### src/rtl/occ_pkg.sv
// package of constants and carriers for the output clock configuration block
`default_nettype none
package occ_pkg;
	// ----------------------------------------------------------------
	// register offsets, widths and reset values
	// ----------------------------------------------------------------
	localparam logic [3:0] OCC_SPREAD_OFS = 4'h5;   // spread_step_increment
	localparam logic [3:0] OCC_DIVFMT_OFS = 4'h6;   // divider_and_pair_format
	localparam logic [3:0] OCC_PIN_OFS = 4'h7;      // multipurpose_pin_config
	localparam logic [15:0] OCC_SPREAD_RST = 16'h0000;
	localparam logic [15:0] OCC_DIVFMT_RST = 16'h0aa7;
	localparam logic [15:0] OCC_PIN_RST = 16'h5d1f;
	localparam logic [15:0] OCC_PIN_WMASK = 16'h7fff; // top bit never stored
	// ----------------------------------------------------------------
	// field positions
	// ----------------------------------------------------------------
	localparam int OCC_RATIO_HI = 15;
	localparam int OCC_RATIO_LO = 13;
	localparam int OCC_NUMH_HI = 12;
	localparam int OCC_NUMH_LO = 5;
	localparam int OCC_FMT_HI = 2;
	localparam int OCC_FMT_LO = 0;
	localparam int OCC_FUNC_HI = 14;
	localparam int OCC_FUNC_LO = 13;
	localparam int OCC_RDIV_HI = 12;
	localparam int OCC_RDIV_LO = 11;
	localparam int OCC_RSEL_BIT = 9;
	localparam int OCC_PEN_BIT = 1;
	// ----------------------------------------------------------------
	// field codes
	// ----------------------------------------------------------------
	localparam logic [2:0] OCC_FMT_ONE = 3'h4;   // first output only
	localparam logic [2:0] OCC_FMT_TWO = 3'h5;   // second output only
	localparam logic [2:0] OCC_FMT_INV = 3'h6;   // both, second inverted
	localparam logic [2:0] OCC_FMT_PH = 3'h7;    // both in phase
	localparam logic [1:0] OCC_FUNC_LOW = 2'h0;
	localparam logic [1:0] OCC_FUNC_HIZ = 2'h1;
	localparam logic [1:0] OCC_FUNC_CLK = 2'h2;
	localparam logic [1:0] OCC_FUNC_RDY = 2'h3;
	localparam logic [4:0] OCC_CNT_ZERO = 5'h00;
	// ----------------------------------------------------------------
	// carriers
	// ----------------------------------------------------------------
	typedef struct packed {
		logic we;           // one-cycle write strobe
		logic [3:0] addr;   // register offset
		logic [15:0] data;  // write data
	} occ_wr_t;
	typedef struct packed {
		logic [15:0] spread;
		logic [15:0] divfmt;
		logic [15:0] pin;
	} occ_fuse_t;
endpackage : occ_pkg
`default_nettype wire

### src/rtl/occ_config.sv
// register file and output clock steering for the output clock configuration block
`default_nettype none
// Contract
// spread step word feeds the modulator
// ratio zero stops second channel divider
// ratio codes divide by 2..40
// bits 12:5 are numerator high byte
// host writes zeros to bits 4:3
// format 4/5 enable one output only
// format 6 inverts second, 7 in phase
// pin function 0 low, 1 high-impedance
// function 2 reference clock, 3 ready
// pin divisor off, /2, /4, /8
// host writes one to bit 10
// pin clock source select, first default
// host never writes the top bit
// fields load from one-time fuse store
// select bit picks channel source divider
// pair enable bit gates both outputs
// idle state low or high-impedance
// reserved formats leave pair inactive
module occ_config
	import occ_pkg::*;
(
	input wire logic clk_i,                           // 25 MHz
	input wire logic rst_b_i,                         // async, active low
	input wire logic ce_i,                            // freezes all state when low
	input wire occ_wr_t wr_i,                         // host write port
	input wire logic [3:0] rd_addr_i,                 // host read offset
	output logic [15:0] rd_data_o,                    // registered read data
	input wire logic fuse_load_i,                     // one-cycle fuse image load
	input wire occ_fuse_t fuse_i,                     // one_time_fuse_store image
	input wire logic first_frac_tick_i,               // first_frac_divider edge strobe
	input wire logic second_frac_tick_i,              // second_frac_divider edge strobe
	input wire logic second_channel_source_select_i,  // 0 first, 1 second
	input wire logic first_pair_idle_state_i,         // 0 low, 1 high-impedance
	input wire logic clock_ready_i,                   // clock-ready status
	output logic [15:0] spread_step_increment_o,
	output logic [7:0] second_frac_numerator_high_o,
	output logic pair_one_output_one_o,
	output logic pair_one_output_one_oe_o,
	output logic pair_one_output_two_o,
	output logic pair_one_output_two_oe_o,
	output logic mp_pin_o,
	output logic mp_pin_oe_o
);
	// ----------------------------------------------------------------
	// helpers
	// ----------------------------------------------------------------
	// half period in source ticks for a channel ratio code
	function automatic logic [4:0] ratio_half(input logic [2:0] code);
		unique case (code)
			3'h1: ratio_half = 5'd1;
			3'h2: ratio_half = 5'd2;
			3'h3: ratio_half = 5'd3;
			3'h4: ratio_half = 5'd4;
			3'h5: ratio_half = 5'd5;
			3'h6: ratio_half = 5'd10;
			3'h7: ratio_half = 5'd20;
			default: ratio_half = 5'd0;
		endcase
	endfunction : ratio_half
	// half period for a pin divisor code
	function automatic logic [4:0] pin_half(input logic [1:0] code);
		unique case (code)
			2'h1: pin_half = 5'd1;
			2'h2: pin_half = 5'd2;
			2'h3: pin_half = 5'd4;
			default: pin_half = 5'd0;
		endcase
	endfunction : pin_half
	// ----------------------------------------------------------------
	// register file
	// ----------------------------------------------------------------
	logic [15:0] spread_reg, spread_next;   // spread_step_increment
	logic [15:0] divfmt_reg, divfmt_next;   // divider_and_pair_format
	logic [15:0] pin_reg, pin_next;         // multipurpose_pin_config
	logic [15:0] rd_reg, rd_next;
	// fuse load wins over a host write in the same cycle
	always_comb begin
		spread_next = spread_reg;
		divfmt_next = divfmt_reg;
		pin_next = pin_reg;
		if (fuse_load_i) begin
			spread_next = fuse_i.spread;
			divfmt_next = fuse_i.divfmt;
			pin_next = fuse_i.pin & OCC_PIN_WMASK;
		end else if (wr_i.we) begin
			unique case (wr_i.addr)
				OCC_SPREAD_OFS: spread_next = wr_i.data;
				OCC_DIVFMT_OFS: divfmt_next = wr_i.data;   // bits 4:3 kept as written
				OCC_PIN_OFS: pin_next = wr_i.data & OCC_PIN_WMASK;
				default: ;                                 // unmapped: ignored
			endcase
		end
		// read mux, unmapped offsets read zero
		unique case (rd_addr_i)
			OCC_SPREAD_OFS: rd_next = spread_reg;
			OCC_DIVFMT_OFS: rd_next = divfmt_reg;
			OCC_PIN_OFS: rd_next = pin_reg;
			default: rd_next = 16'h0000;
		endcase
	end
	always_ff @(posedge clk_i or negedge rst_b_i) begin
		if (!rst_b_i) begin
			spread_reg <= OCC_SPREAD_RST;
			divfmt_reg <= OCC_DIVFMT_RST;
			pin_reg <= OCC_PIN_RST;
			rd_reg <= 16'h0000;
		end else if (ce_i) begin
			spread_reg <= spread_next;
			divfmt_reg <= divfmt_next;
			pin_reg <= pin_next;
			rd_reg <= rd_next;
		end
	end
	assign rd_data_o = rd_reg;
	assign spread_step_increment_o = spread_reg;
	assign second_frac_numerator_high_o = divfmt_reg[OCC_NUMH_HI:OCC_NUMH_LO];
	// ----------------------------------------------------------------
	// field decode
	// ----------------------------------------------------------------
	logic [2:0] ratio;
	logic [2:0] fmt;
	logic [1:0] func;
	logic [1:0] rdiv;
	assign ratio = divfmt_reg[OCC_RATIO_HI:OCC_RATIO_LO];
	assign fmt = divfmt_reg[OCC_FMT_HI:OCC_FMT_LO];
	assign func = pin_reg[OCC_FUNC_HI:OCC_FUNC_LO];
	assign rdiv = pin_reg[OCC_RDIV_HI:OCC_RDIV_LO];
	logic ch_tick, ref_tick;
	// source selects for the channel divider and the pin clock
	assign ch_tick = second_channel_source_select_i ? second_frac_tick_i
		: first_frac_tick_i;
	assign ref_tick = pin_reg[OCC_RSEL_BIT] ? second_frac_tick_i
		: first_frac_tick_i;
	// ----------------------------------------------------------------
	// dividers: toggle every half period of source ticks
	// ----------------------------------------------------------------
	logic [4:0] ch_cnt_reg, ch_cnt_next, ref_cnt_reg, ref_cnt_next;
	logic ch_clk_reg, ch_clk_next, ref_clk_reg, ref_clk_next;
	always_comb begin
		ch_cnt_next = ch_cnt_reg;
		ch_clk_next = ch_clk_reg;
		ref_cnt_next = ref_cnt_reg;
		ref_clk_next = ref_clk_reg;
		// ratio zero parks the divider low, producing no clock
		if (ratio == 3'h0) begin
			ch_cnt_next = OCC_CNT_ZERO;
			ch_clk_next = 1'b0;
		end else if (ch_tick) begin
			if (ch_cnt_reg + 5'd1 >= ratio_half(ratio)) begin
				ch_cnt_next = OCC_CNT_ZERO;
				ch_clk_next = !ch_clk_reg;
			end else begin
				ch_cnt_next = ch_cnt_reg + 5'd1;
			end
		end
		// divisor zero disables the pin clock
		if (rdiv == 2'h0) begin
			ref_cnt_next = OCC_CNT_ZERO;
			ref_clk_next = 1'b0;
		end else if (ref_tick) begin
			if (ref_cnt_reg + 5'd1 >= pin_half(rdiv)) begin
				ref_cnt_next = OCC_CNT_ZERO;
				ref_clk_next = !ref_clk_reg;
			end else begin
				ref_cnt_next = ref_cnt_reg + 5'd1;
			end
		end
	end
	always_ff @(posedge clk_i or negedge rst_b_i) begin
		if (!rst_b_i) begin
			ch_cnt_reg <= OCC_CNT_ZERO;
			ch_clk_reg <= 1'b0;
			ref_cnt_reg <= OCC_CNT_ZERO;
			ref_clk_reg <= 1'b0;
		end else if (ce_i) begin
			ch_cnt_reg <= ch_cnt_next;
			ch_clk_reg <= ch_clk_next;
			ref_cnt_reg <= ref_cnt_next;
			ref_clk_reg <= ref_clk_next;
		end
	end
	// ----------------------------------------------------------------
	// pin drivers, registered so outputs carry no glitches
	// ----------------------------------------------------------------
	logic [5:0] pins_reg, pins_next;  // {o1, oe1, o2, oe2, mp, mp_oe}
	logic pen, idle_o, idle_oe;
	assign pen = pin_reg[OCC_PEN_BIT];
	assign idle_o = 1'b0;
	assign idle_oe = !first_pair_idle_state_i;
	always_comb begin
		// disabled or reserved format: idle state on both pins
		pins_next[5:2] = {idle_o, idle_oe, idle_o, idle_oe};
		if (pen) begin
			unique case (fmt)
				OCC_FMT_ONE: pins_next[5:4] = {ch_clk_next, 1'b1};
				OCC_FMT_TWO: pins_next[3:2] = {ch_clk_next, 1'b1};
				OCC_FMT_INV: pins_next[5:2] = {ch_clk_next, 1'b1, !ch_clk_next, 1'b1};
				OCC_FMT_PH: pins_next[5:2] = {ch_clk_next, 1'b1, ch_clk_next, 1'b1};
				default: ;
			endcase
		end
		unique case (func)
			OCC_FUNC_LOW: pins_next[1:0] = 2'b01;
			OCC_FUNC_HIZ: pins_next[1:0] = 2'b00;
			OCC_FUNC_CLK: pins_next[1:0] = {ref_clk_next, 1'b1};
			OCC_FUNC_RDY: pins_next[1:0] = {clock_ready_i, 1'b1};
		endcase
	end
	always_ff @(posedge clk_i or negedge rst_b_i) begin
		if (!rst_b_i) begin
			pins_reg <= 6'h00;
		end else if (ce_i) begin
			pins_reg <= pins_next;
		end
	end
	assign {pair_one_output_one_o, pair_one_output_one_oe_o,
		pair_one_output_two_o, pair_one_output_two_oe_o, mp_pin_o, mp_pin_oe_o} = pins_reg;
	// ----------------------------------------------------------------
	// assertions
	// ----------------------------------------------------------------
	property p_spread;
		@(posedge clk_i) disable iff (!rst_b_i)
		ce_i && !fuse_load_i && wr_i.we && wr_i.addr == OCC_SPREAD_OFS
		|=> spread_step_increment_o == $past(wr_i.data);
	endproperty
	a_spread: assert property (p_spread) else $error("spread step not stored");
	property p_ratio_off;
		@(posedge clk_i) disable iff (!rst_b_i)
		ce_i && ratio == 3'h0 |=> !ch_clk_reg && ch_cnt_reg == OCC_CNT_ZERO;
	endproperty
	a_ratio_off: assert property (p_ratio_off) else $error("divider runs at ratio zero");
	property p_ratio_two;
		@(posedge clk_i) disable iff (!rst_b_i)
		ce_i && ratio == 3'h1 && ch_tick && $past(ratio) == 3'h1
		|=> ch_clk_reg != $past(ch_clk_reg);
	endproperty
	a_ratio_two: assert property (p_ratio_two) else $error("divide by two missed a toggle");
	property p_numh;
		@(posedge clk_i) disable iff (!rst_b_i)
		ce_i && fuse_load_i |=> second_frac_numerator_high_o == $past(fuse_i.divfmt[12:5]);
	endproperty
	a_numh: assert property (p_numh) else $error("numerator byte wrong after fuse load");
	property p_fmt_one;
		@(posedge clk_i) disable iff (!rst_b_i)
		ce_i && pen && fmt == OCC_FMT_ONE |=> pair_one_output_one_oe_o
			&& pair_one_output_one_o == ch_clk_reg;
	endproperty
	a_fmt_one: assert property (p_fmt_one) else $error("format four not driving output one");
	property p_fmt_inv;
		@(posedge clk_i) disable iff (!rst_b_i)
		ce_i && pen && fmt == OCC_FMT_INV
		|=> pair_one_output_two_o == !pair_one_output_one_o;
	endproperty
	a_fmt_inv: assert property (p_fmt_inv) else $error("format six not inverted");
	property p_hiz;
		@(posedge clk_i) disable iff (!rst_b_i)
		ce_i && func == OCC_FUNC_HIZ |=> !mp_pin_oe_o;
	endproperty
	a_hiz: assert property (p_hiz) else $error("pin driven in high-impedance mode");
	property p_idle;
		@(posedge clk_i) disable iff (!rst_b_i)
		ce_i && (!pen || fmt < OCC_FMT_ONE)
		|=> pair_one_output_one_oe_o == !$past(first_pair_idle_state_i)
			&& !pair_one_output_one_o && !pair_one_output_two_o;
	endproperty
	a_idle: assert property (p_idle) else $error("inactive pair not in idle state");
	property p_top_bit;
		@(posedge clk_i) disable iff (!rst_b_i)
		##1 !pin_reg[15];
	endproperty
	a_top_bit: assert property (p_top_bit) else $error("reserved top bit stored");
endmodule : occ_config
`default_nettype wire

### config.mk
export PLATFORM = sky130hd
export DESIGN_NAME = occ_config
export DESIGN_NICKNAME = d
export VERILOG_FILES = /design/src/rtl/occ_pkg.sv /design/src/rtl/occ_config.sv
export SDC_FILE = /design/constraint.sdc
export NUM_CORES = 1
export LEC_CHECK = 0
export BUFFER_PORTS_ARGS = -buffer_cell sky130_fd_sc_hd__buf_2
export CORE_MARGIN = 1
export CORE_UTILIZATION = 30
export CTS_CLUSTER_SIZE = 24
export DETAILED_ROUTE_END_ITERATION = 6
export RECOVER_POWER = 25
export SLEW_MARGIN = 20
export SYNTH_ARGS = -nofsm -noshare
export SYNTH_HDL_FRONTEND = slang
export SYNTH_SLANG_ARGS = --single-unit
### constraint.sdc
create_clock -name clk_i -period 3.3 [get_ports clk_i]
set_input_delay 0.165 -clock clk_i [delete_from_list [all_inputs] [get_ports clk_i]]
set_output_delay 0.165 -clock clk_i [all_outputs]
set_load 0.01 [all_outputs]
Yosys cells after proc, flatten, opt, wreduce, memory -nomap -nowiden:

Cells that the tools add are included.

* add/sub/neg operators: 2
* order comparisons: 2
* equality and inequality tests: 23
* mux-type cells: 34
* reduce and logical (&&, ||, !) cells: 20

Operators by type and width (count)
* 2-to-1 mux 16 bit: 9
* 2-to-1 mux 5 bit: 10
* one-hot mux 16 bit (3 select lines): 1
* one-hot mux 5 bit (7 select lines): 1
* equality test 3 bit, second input constant: 8
* equality test 4 x 3 -> 1 bit, second input constant: 6
* nonzero test 2 bit: 6
* adder 5 x 1 -> 5 bit, second input constant: 2
* greater-or-equal comparator 5 bit: 2
* one-hot mux 3 bit (3 select lines): 1
* AND reduction 3 bit: 3
* equality test 2 bit, second input constant: 4
* 2-to-1 mux 1 bit: 8
* one-hot mux 2 bit (4 select lines): 1
* equality test 3 x 2 -> 1 bit, second input constant: 2
* equality test 2 x 1 -> 1 bit, second input constant: 2
* logical NOT 1 bit: 4
* logical NOT 2 bit: 2
* 2-to-1 mux 4 bit: 1
* one-hot mux 2 bit (2 select lines): 1
* AND reduction 2 bit: 2
* equality test 3 x 1 -> 1 bit, second input constant: 1
* logical NOT 3 bit: 1
* OR reduction 3 bit: 1
* other kinds (2): 2

* register bits after elaboration: 82
* output and inout port bits: 46
* word-level logic and storage cells: 90

Logic depth before layout (Yosys ltp):

Gate-level depths: netlist of run 1.

* word-level depth: 11
* mapped depth: 10

Least setup slack after synthesis of run 1:

Ideal clock, no wire load.

* path type: reg2reg
* from: register ch_cnt_reg[0]
* to: register pins_reg[5]
* library setup time: 125 ps
* data arrival time: 2058 ps
* setup slack: 1117 ps
* stages on the path, launching flop included: 10
* path buffers: 0
* cell sequence: dfrtp_1 > ha_1 > xor2_1 > ha_1 > a21o_1 > a31oi_1 > o21ai_1 > mux2i_2 > nor2_1 > mux2_2

* cells in the longest elaborated chain, start to end: 7

RTL lines
* start: declaration: line occ_config.sv:140 `logic [4:0] ch_cnt_reg, ch_cnt_next, ref_cnt_reg, ref_cnt_next;`
* start signal: assignment: line occ_config.sv:179 `ch_cnt_reg <= ch_cnt_next;`
* adder 5 x 1 -> 5 bit: line occ_config.sv:152 `if (ch_cnt_reg + 5'd1 >= ratio_half(ratio)) begin`
* greater-or-equal comparator 5 bit: line occ_config.sv:152
* 2-to-1 mux 1 bit: line occ_config.sv:152
* 2-to-1 mux 1 bit: line occ_config.sv:151 `end else if (ch_tick) begin`
* 2-to-1 mux 1 bit: line occ_config.sv:148 `if (ratio == 3'h0) begin`
* 2-to-1 mux 2 bit: line occ_config.sv:197 `unique case (fmt)`
* 2-to-1 mux 4 bit: line occ_config.sv:196 `if (pen) begin`
* end signal: assignment: line occ_config.sv:216 `pins_reg <= pins_next;`
* end: declaration: line occ_config.sv:188 `logic [5:0] pins_reg, pins_next;`

Every way passes these cells.
A chain may end at the register's enable or synchronous reset.

Final worst setup path of run 1:

* from: register ch_cnt_reg[0]
* to: register pins_reg[3]

* cells in the longest elaborated chain, start to end: 8

RTL lines
* adder 5 x 1 -> 5 bit *: line occ_config.sv:152
* greater-or-equal comparator 5 bit *: line occ_config.sv:152
* 2-to-1 mux 1 bit *: line occ_config.sv:152
* 2-to-1 mux 1 bit *: line occ_config.sv:151
* 2-to-1 mux 1 bit *: line occ_config.sv:148
* logical NOT 1 bit: line occ_config.sv:200 `OCC_FMT_INV: pins_next[5:2] = {ch_clk_next, 1'b1, !ch_clk_next, 1'b1};`
* one-hot mux 2 bit (2 select lines) *: line occ_config.sv:197
* 2-to-1 mux 4 bit *: line occ_config.sv:196

Every way passes the cells marked *; elsewhere a longest branch is shown, timed or not.

==> impl_metrics.ini, run 1 <==
[outcome]
run_status = finished with violations
violations = capacitance limit, slew limit

[clock_network]
post_cts_buffers = 0
hold_buffers = 1
cts.repair.resized = 0
cts_inserted_buffers = 9
cts_tree = built
clock-sinks = 81
cts_buffer_depth = 2
clkSlewWorstSetupHoldPaths_ps = 60
htreeDepth = 3
root_buffer = clkbuf_16
clock_latency_ps = 330

[job]
max_cap_violations = 1

[timing]
skew_ps = 7.10
worst_pin_slew_ps = 2030
max_freq_mhz = 417
tns_ps = 0
hold_viol_final = 0
final-setup-viol-count = 0
slew_viol_final = 82
fin_ws_ps = 905
rsz0062_at_grt = no
period_minus_slack_ps = 2400
holdWs_ps = 127
slew_headroom = -0.352
period_share = 0.726

[yosys]
synth_area_sq_um = 4120
synth_edf_count = 0
ys.flop_type = dfrtp_1
synth-seq-cells = 81
synth-seq-area-share = 0.498
yosys_warnings = 0
yosysUniqueCellTypes = 47
syn-mean-instance-area_sq_um = 9.31
syn-num-nets = 534
synth_cells = 442
synth-async-reset-ratio = 1.00

[floorplan]
rows = 42
dieWidth_um = 119
die_height_um = 119
ios = 128
die-area_sq_um = 14200
start_util = 0.310
fp.coreArea_sq_um = 13300

[power]
power.density_nw_per_um2 = 583
comb_power_share = 0.229
power.internal_mw = 2.12
ir_worst_vdd_uv = 227
leakage_nw = 2.31
seq_power_share = 0.423
switchingPower_mw = 0.879
p_clk_frac = 0.348
switching_share = 0.293

[cells_and_area]
syn_to_final_growth_pct = 25.1
multi_input_area_sq_um = 1810
mostFrequentLayoutCells = buf_2 (91), a21oi_1 (66), dfrtp_1 (64), nand2_1 (46), o21ai_0 (36)
regArea_sq_um = 2050
final_util = 0.387
layout-drive-gt1-share = 0.259
fillerInstances = 1370
num-nets-final = 646
layout_commonest_cell = buf_2
finalNonFillerCells = 735
antenna_cells = 0

[hold_path]
hold_class = input port to flop

[routing]
vias = 3630
drt_iter0_markers = 212
drc = 0
post_drt_wl_per_cell_um = 15.2
antenna_left = 0
drt_wl_total_um = 11200
dr.pass1.iters = 5
viasPerCell = 4.94

[global_routing]
grt_use_total = 0.163
grt_overflow = 0
grt_pass1_wl_um = 18000
grt_max_degree = 82
first_global_vias = 3584
antenna_found_initial = 0

[place]
dpl_worst_slack_ps = 959
place.gp.congestion = 0.754
dp.cells = 717
port_buffers = 126
dp.final_hpwl_um = 7730

[worst_setup_path]
required_ps = 3460
worstPathMaxFanout = 5
worstPathArrival_ps = 2560
critPathLaunchType = flop
crit_type = flop to flop
setup.worst_path.end_class = flop
==> power by group through the flow <==
stage / logic, mW / clock network (mW) / registers [mW]
after floorplan: 0.473 / 0 / 1.28
after global placement: 0.673 / 0 / 1.28
after detailed placement: 0.703 / 0 / 1.29
after CTS: 0.708 / 1.08 / 1.27
after global routing: 0.782 / 1.11 / 1.29
final: 0.687 / 1.05 / 1.27
==> metal layers <==
| layer | up-vias | wire [um] | track usage |
|---|---|---|---|
| met1 | 1710 | 5220 | 0.214 |
| li1 | 1809 | - | - |
| met3 | 10 | 527 | 0.0369 |
| met4 | 0 | 148 | 0.0491 |
| met5 | - | 0 | 0 |
| met2 | 101 | 5300 | 0.265 |
==> through the flow <==
| step | total power, mW | instance area [sq um] |
|---|---|---|
| 2_1_floorplan | 1.75 | 4120 |
| 3_3_place_gp | 1.95 | 4860 |
| 3_5_place_dp | 1.99 | 4860 |
| 4_1_cts | 3.06 | 5180 |
| 5_1_grt | 3.19 | 5150 |
| 6_report | 3.00 | 5150 |
==> Yosys cell counts (2+ instances only) <==
library cell / n / area share
dfrtp_1: 64 / 0.39
nor2b_1: 21 / 0.032
clkbuf_1: 18 / 0.016
a21o_1: 2 / 0.0036
nand2_1: 46 / 0.042
buf_4: 8 / 0.015
xor2_1: 2 / 0.0043
dfstp_2: 17 / 0.11
a21oi_1: 66 / 0.080
o211ai_1: 3 / 0.0055
a31oi_1: 6 / 0.0091
and2_1: 2 / 0.0030
mux2i_1: 3 / 0.0073
o21ai_1: 4 / 0.0049
a211oi_1: 2 / 0.0036
mux2_2: 3 / 0.0082
xnor2_1: 2 / 0.0043
nor4b_1: 2 / 0.0043
ha_1: 10 / 0.030
o22ai_1: 18 / 0.027
nand3_1: 6 / 0.0073
buf_2: 6 / 0.0073
and3_1: 2 / 0.0030
nor2_1: 29 / 0.026
inv_1: 24 / 0.022
nand2b_1: 5 / 0.0076
a222oi_1: 15 / 0.036
o21ai_0: 37 / 0.045
==> layout make-up <==
cell class / count / area share
Timing Repair Buffer: 135 / 0.128
Tap cell: 176 / 0.0428
Clock buffer: 14 / 0.0552
Sequential cell: 81 / 0.398
Clock inverter: 2 / 0.00680
Multi-Input combinational cell: 303 / 0.352
Inverter: 24 / 0.0175
==> kinds of logic (layout without fill, tap and decap cells) <==
logic type               after synthesis  count (layout)  share of synthesized area
AO/OA/AOI/OAI                        161             161                      0.237
AND/OR/NAND/NOR                      120             120                      0.140
flip-flops                            81              81                      0.498
buffers and inverters                 58             175                     0.0645
adder cells (fa/ha/maj)               10              10                     0.0304
multiplexers                           8               8                     0.0225
XOR/XNOR                               4               4                    0.00851
==> critical path: stages, from the launching register on <==
cell and delay (ps):
dfrtp_1 420, ha_1 260, xor2_1 160, ha_1 310
a21o_1 160, a31oi_1 210, o21ai_1 140, mux2i_2 250
mux2i_1 220, o22ai_1 100
==> worst paths after layout <==
check / start / to / slack, ps / cells after the start
setup / recovery: ch_cnt_reg[0] / pins_reg[3] / 900 / 9
hold / removal: fuse_i[44] / spread_step_increment_o[12] / 130 / 3
setup reg to reg: ch_cnt_reg[0] / pins_reg[3] / 900 / 9
hold reg to reg: divfmt_reg[11] / divfmt_reg[11] / 490 / 2
max in group asynchronous: rst_b_i / spread_step_increment_o[4] / 1160 / 2
min in group asynchronous: rst_b_i / pins_reg[0] / 950 / 2
Note: power is estimated with default switching activity, not from simulation.
==> run 2: changes to the inputs <==
==> constraint.sdc (replaced) <==
create_clock -name clk_i -period 2.15 [get_ports clk_i]
set_input_delay 0.1075 -clock clk_i [delete_from_list [all_inputs] [get_ports clk_i]]
set_output_delay 0.1075 -clock clk_i [all_outputs]
set_load 0.01 [all_outputs]
==> impl_metrics.ini, run 2 (synthesis gave the netlist of run 1 again) <==
[worst_setup_path]
worstPathMaxFanout = 3
setup.worst_path.end_class = flop
required_ps = 2370
worstReg2RegStart = ch_cnt_reg[0]
worstPathArrival_ps = 2420
r2r_cells = 9
crit_type = flop to flop
r2r_slack_ps = -60
r2r_end = pins_reg[5]
critPathLaunchType = flop

[place]
place.gp.congestion = 0.793
port_buffers = 126
place_area_sq_um = 4930
dp.final_hpwl_um = 8080

[routing]
drc = 15
dr.pass1.iters = 7
routed-wl-met3_um = 630
drt_iter0_markers = 225
drt-met1-wl_um = 5180
met2WireLength_um = 5560
post_drt_wl_per_cell_um = 15.5
drt_wl_total_um = 11500
vias = 3747
topRoutingLayerUsed = met4
viasPerCell = 5.02
antenna_left = 0

[timing]
period_minus_slack_ps = 2210
fin_ws_ps = -57.0
rsz0062_at_grt = yes
holdWs_ps = 59.6
max_freq_mhz = 453
slew_viol_final = 31
hold_viol_final = 0
skew_ps = 7.19
final-setup-viol-count = 3
period_share = 1.03
worst_pin_slew_ps = 1520
slew_headroom = -0.0149

[power]
comb_power_share = 0.274
ir_worst_vdd_uv = 473
switching_share = 0.311
seq_power_share = 0.420
power.density_nw_per_um2 = 873
totalPowerFinal_mw = 4.65
power.internal_mw = 3.21
switchingPower_mw = 1.44
leakage_nw = 2.48
p_clk_frac = 0.306

[outcome]
violations = DRC, capacitance limit, slew limit, setup timing
run_status = finished with violations

[clock_network]
clock_latency_ps = 340
htreeDepth = 3
clkSlewWorstSetupHoldPaths_ps = 60
cts_inserted_buffers = 9
cts_tree = built
cts_buffer_depth = 2
root_buffer = clkbuf_16
clock-sinks = 81

[cells_and_area]
fillerInstances = 1327
num-nets-final = 658
antenna_cells = 0
mostFrequentLayoutCells = buf_2 (125), a21oi_1 (65), dfrtp_1 (64), nand2_1 (46), o21ai_0 (33)
syn_to_final_growth_pct = 29.3
layout_commonest_cell = buf_2
final_cell_area_sq_um = 5320
layout-drive-gt1-share = 0.345

[global_routing]
antenna_found_initial = 0
grt_max_degree = 37
grt_pass1_wl_um = 18100
grt_overflow = 0
grt_use_total = 0.165
first_global_vias = 3659

[floorplan]
fp.coreArea_sq_um = 13300
ios = 128
die-area_sq_um = 14200
die_height_um = 119
rows = 42
start_util = 0.310
dieWidth_um = 119

[job]
max_cap_violations = 1

[hold_path]
hold_path_depth = 3
hold_class = input port to flop
worstHoldStart = fuse_i[26]
hold_path_end = divfmt_reg[10]
-- run 2: stage by stage --
step / instances / TNS [ps] / setup WS (ps) / utilization
4_1_cts: 745 / -90.7 / -57.0 / 0.396
3_3_place_gp: 725 / -28.5 / -26.8 / 0.371
2_1_floorplan: 442 / 0 / 9.66 / -
3_5_place_dp: 725 / -297 / -101 / 0.371
6_report: 747 / -145 / -57.0 / 0.400
5_1_grt: 747 / -592 / -158 / 0.400
-- run 2: cell type report --
cell class | count | area (sq um) | share of cell area
multi-input cells | 303 | 1910 | 0.358
repair buffers | 147 | 783 | 0.147
clock inverters | 3 | 15.0 | 0.00282
clock buffers | 13 | 260 | 0.0489
flip-flops and latches | 81 | 2050 | 0.385
inverters | 24 | 90.1 | 0.0169
well taps | 176 | 220 | 0.0414
-- run 2: worst max-delay path by stage --
stage	startpoint	to	slack, ps	cells past startpoint
floorplan	ch_cnt_reg[0]	pins_reg[5]	10	9
global placement	ch_cnt_reg[1]	pins_reg[5]	-30	9
detailed placement	ch_cnt_reg[1]	pins_reg[5]	-100	10
CTS	ch_cnt_reg[1]	ch_cnt_reg[2]	-60	10
global route	ch_cnt_reg[0]	pins_reg[3]	-160	10
finish	ch_cnt_reg[0]	pins_reg[5]	-60	9
-- run 2: timing repair --
item,4_1_cts,5_1_grt
buffers inserted,2,2
pin swaps,8,4
endpoints found under the hold margin,35,0
hold buffers,2,0
gates resized for setup,6,11
endpoints found under the setup margin,7,9
-- run 2: power groups by stage --
stage                     Sequential [mW]  Combinational (mW)  Clock (mW)
after floorplan                      1.96               0.728           0
after global placement               1.96                1.07           0
after detailed placement             1.97                1.12           0
after CTS                            1.94                1.17        1.46
after global routing                 1.98                1.42        1.51
final                                1.95                1.27        1.42
-- run 2: critical path: stages (launching register included) --
cell and delay, ps:
dfrtp_1 410, ha_4 190, xor2_1 140, ha_1 340, a21o_1 200, a31oi_4 160
o21ai_2 80, mux2i_2 230, nor2_1 60, mux2_4 260
-- run 2: per-layer routing --
layer / GRT usage / vias to the layer above
met1: 0.210 / 1782
met4: 0.0688 / 0
met2: 0.270 / 118
met5: 0 / -
met3: 0.0369 / 16
li1: - / 1831
==> run 3: changes to the inputs <==
==> constraint.sdc (replaced) <==
create_clock -name clk_i -period 2.8 [get_ports clk_i]
set_input_delay 0.14 -clock clk_i [delete_from_list [all_inputs] [get_ports clk_i]]
set_output_delay 0.14 -clock clk_i [all_outputs]
set_load 0.01 [all_outputs]
==> impl_metrics.ini, run 3 (synthesis gave the netlist of run 1 again) <==
[outcome]
run_status = finished with violations
violations = capacitance limit, slew limit

[worst_setup_path]
cp_num_buf_inv = 0
required_ps = 3030
crit_family = adder cells
critPathLaunchType = flop
cp_cell_sequence = ha_1 > xor2_1 > ha_1 > a21o_1 > a31oi_1 > o21ai_1 > mux2i_2 > nor2_1 > mux2_2
slowest_delay_ps = 420
worstPathArrival_ps = 2580
crit_type = flop to flop
crit_slowest_cell = dfrtp_1
setup.worst_path.end_class = flop
cp_common_cell = ha_1
worstPathMaxFanout = 5

[power]
ir_worst_vdd_uv = 253
leakage_nw = 2.31
power.density_nw_per_um2 = 686

[routing]
drt_iter0_markers = 312
vias = 3685
antenna_left = 0
dr.pass1.iters = 4
drt_wl_total_um = 11200
viasPerCell = 5.00
post_drt_wl_per_cell_um = 15.2
drc = 0

[global_routing]
grt.busiest_layer = met2
grt_overflow = 0
first_global_vias = 3656
use_met3 = 0.0359
grt_pass1_wl_um = 18100
antenna_found_initial = 0
grt_use_total = 0.166
met1_usage = 0.211
met2_usage = 0.266
grt_max_degree = 82

[cells_and_area]
layout_commonest_cell = buf_2
antenna_cells = 0
final_cell_area_sq_um = 5160
num-nets-final = 648
syn_to_final_growth_pct = 25.4
fillerInstances = 1351
multi_input_area_sq_um = 1820
mostFrequentLayoutCells = buf_2 (93), a21oi_1 (66), dfrtp_1 (64), nand2_1 (46)
regArea_sq_um = 2050
layout-drive-gt1-share = 0.257
finalNonFillerCells = 737

[timing]
period_share = 0.841
rsz0062_at_grt = no
final-setup-viol-count = 0
period_minus_slack_ps = 2350
fin_ws_ps = 447
slew_headroom = -0.362
slew_viol_final = 82
hold_viol_final = 0
max_freq_mhz = 425
tns_ps = 0
worst_pin_slew_ps = 2040
skew_ps = 4.12

[floorplan]
ios = 128
fp.coreArea_sq_um = 13300
start_util = 0.310
die_height_um = 119
rows = 42
die-area_sq_um = 14200
dieWidth_um = 119

[place]
dp.cells = 719
place.gp.congestion = 0.722
place_area_sq_um = 4870
dp.final_hpwl_um = 7700
port_buffers = 126
dpl_worst_slack_ps = 458

[clock_network]
cts_buffer_depth = 2
cts_tree = built
clock_latency_ps = 340
clkSlewWorstSetupHoldPaths_ps = 60
htreeDepth = 3
clock-sinks = 81
cts.repair.resized = 0
cts_inserted_buffers = 9
root_buffer = clkbuf_16

[job]
max_cap_violations = 1

[hold_path]
hold_class = input port to flop
run 3: report_power, final:
part	switching (mW)	leakage [nW]	internal, mW
Combinational	0.451	1.17	0.362
Clock	0.449	0.148	0.781
Sequential	0.140	1.00	1.36
Total	1.04	2.31	2.50
run 3: repair_timing:
action	4_1_cts	5_1_grt
hold buffers	1	1
buffers inserted	0	0
setup endpoints to repair	0	0
hold endpoints to repair	2	64
run 3: routing by layer:
metal | vias up | wire length, um
met5 | - | 0
met4 | 0 | 276
met3 | 19 | 578
met2 | 108 | 5190
met1 | 1751 | 5160
li1 | 1807 | -
run 3: layout make-up:
| type | instances | share of cell area |
|---|---|---|
| repair buffers | 137 | 0.131 |
| well taps | 176 | 0.0427 |
| clock inverters | 3 | 0.0126 |
| clock buffers | 13 | 0.0465 |
| flip-flops and latches | 81 | 0.397 |
| multi-input cells | 303 | 0.352 |
| inverters | 24 | 0.0175 |
run 3: worst paths after layout:
kind	startpoint	to	slack, ps	cells past startpoint
worst max-delay path	ch_cnt_reg[0]	pins_reg[5]	450	9
worst min-delay path	fuse_i[43]	spread_step_increment_o[11]	90	3
worst max register to register	ch_cnt_reg[0]	pins_reg[5]	450	9
worst min register to register	ch_cnt_reg[4]	ch_cnt_reg[4]	490	2
max in group asynchronous	rst_b_i	pins_reg[2]	660	2
min in group asynchronous	rst_b_i	pins_reg[1]	890	2
run 3: per-stage QoR:
stage	utilization	hold slack [ps]	power (mW)
4_1_cts	0.390	21.9	3.59
3_3_place_gp	0.366	339	2.30
2_1_floorplan	-	-156	2.06
3_5_place_dp	0.366	347	2.34
5_1_grt	0.388	96.3	3.75
6_report	0.388	88.7	3.54
run 3: tightest hold or removal path: cells and delay by family:
kind,cells,cell delay (ps)
buffers and inverters,1,80
AO/OA/AOI/OAI,2,180
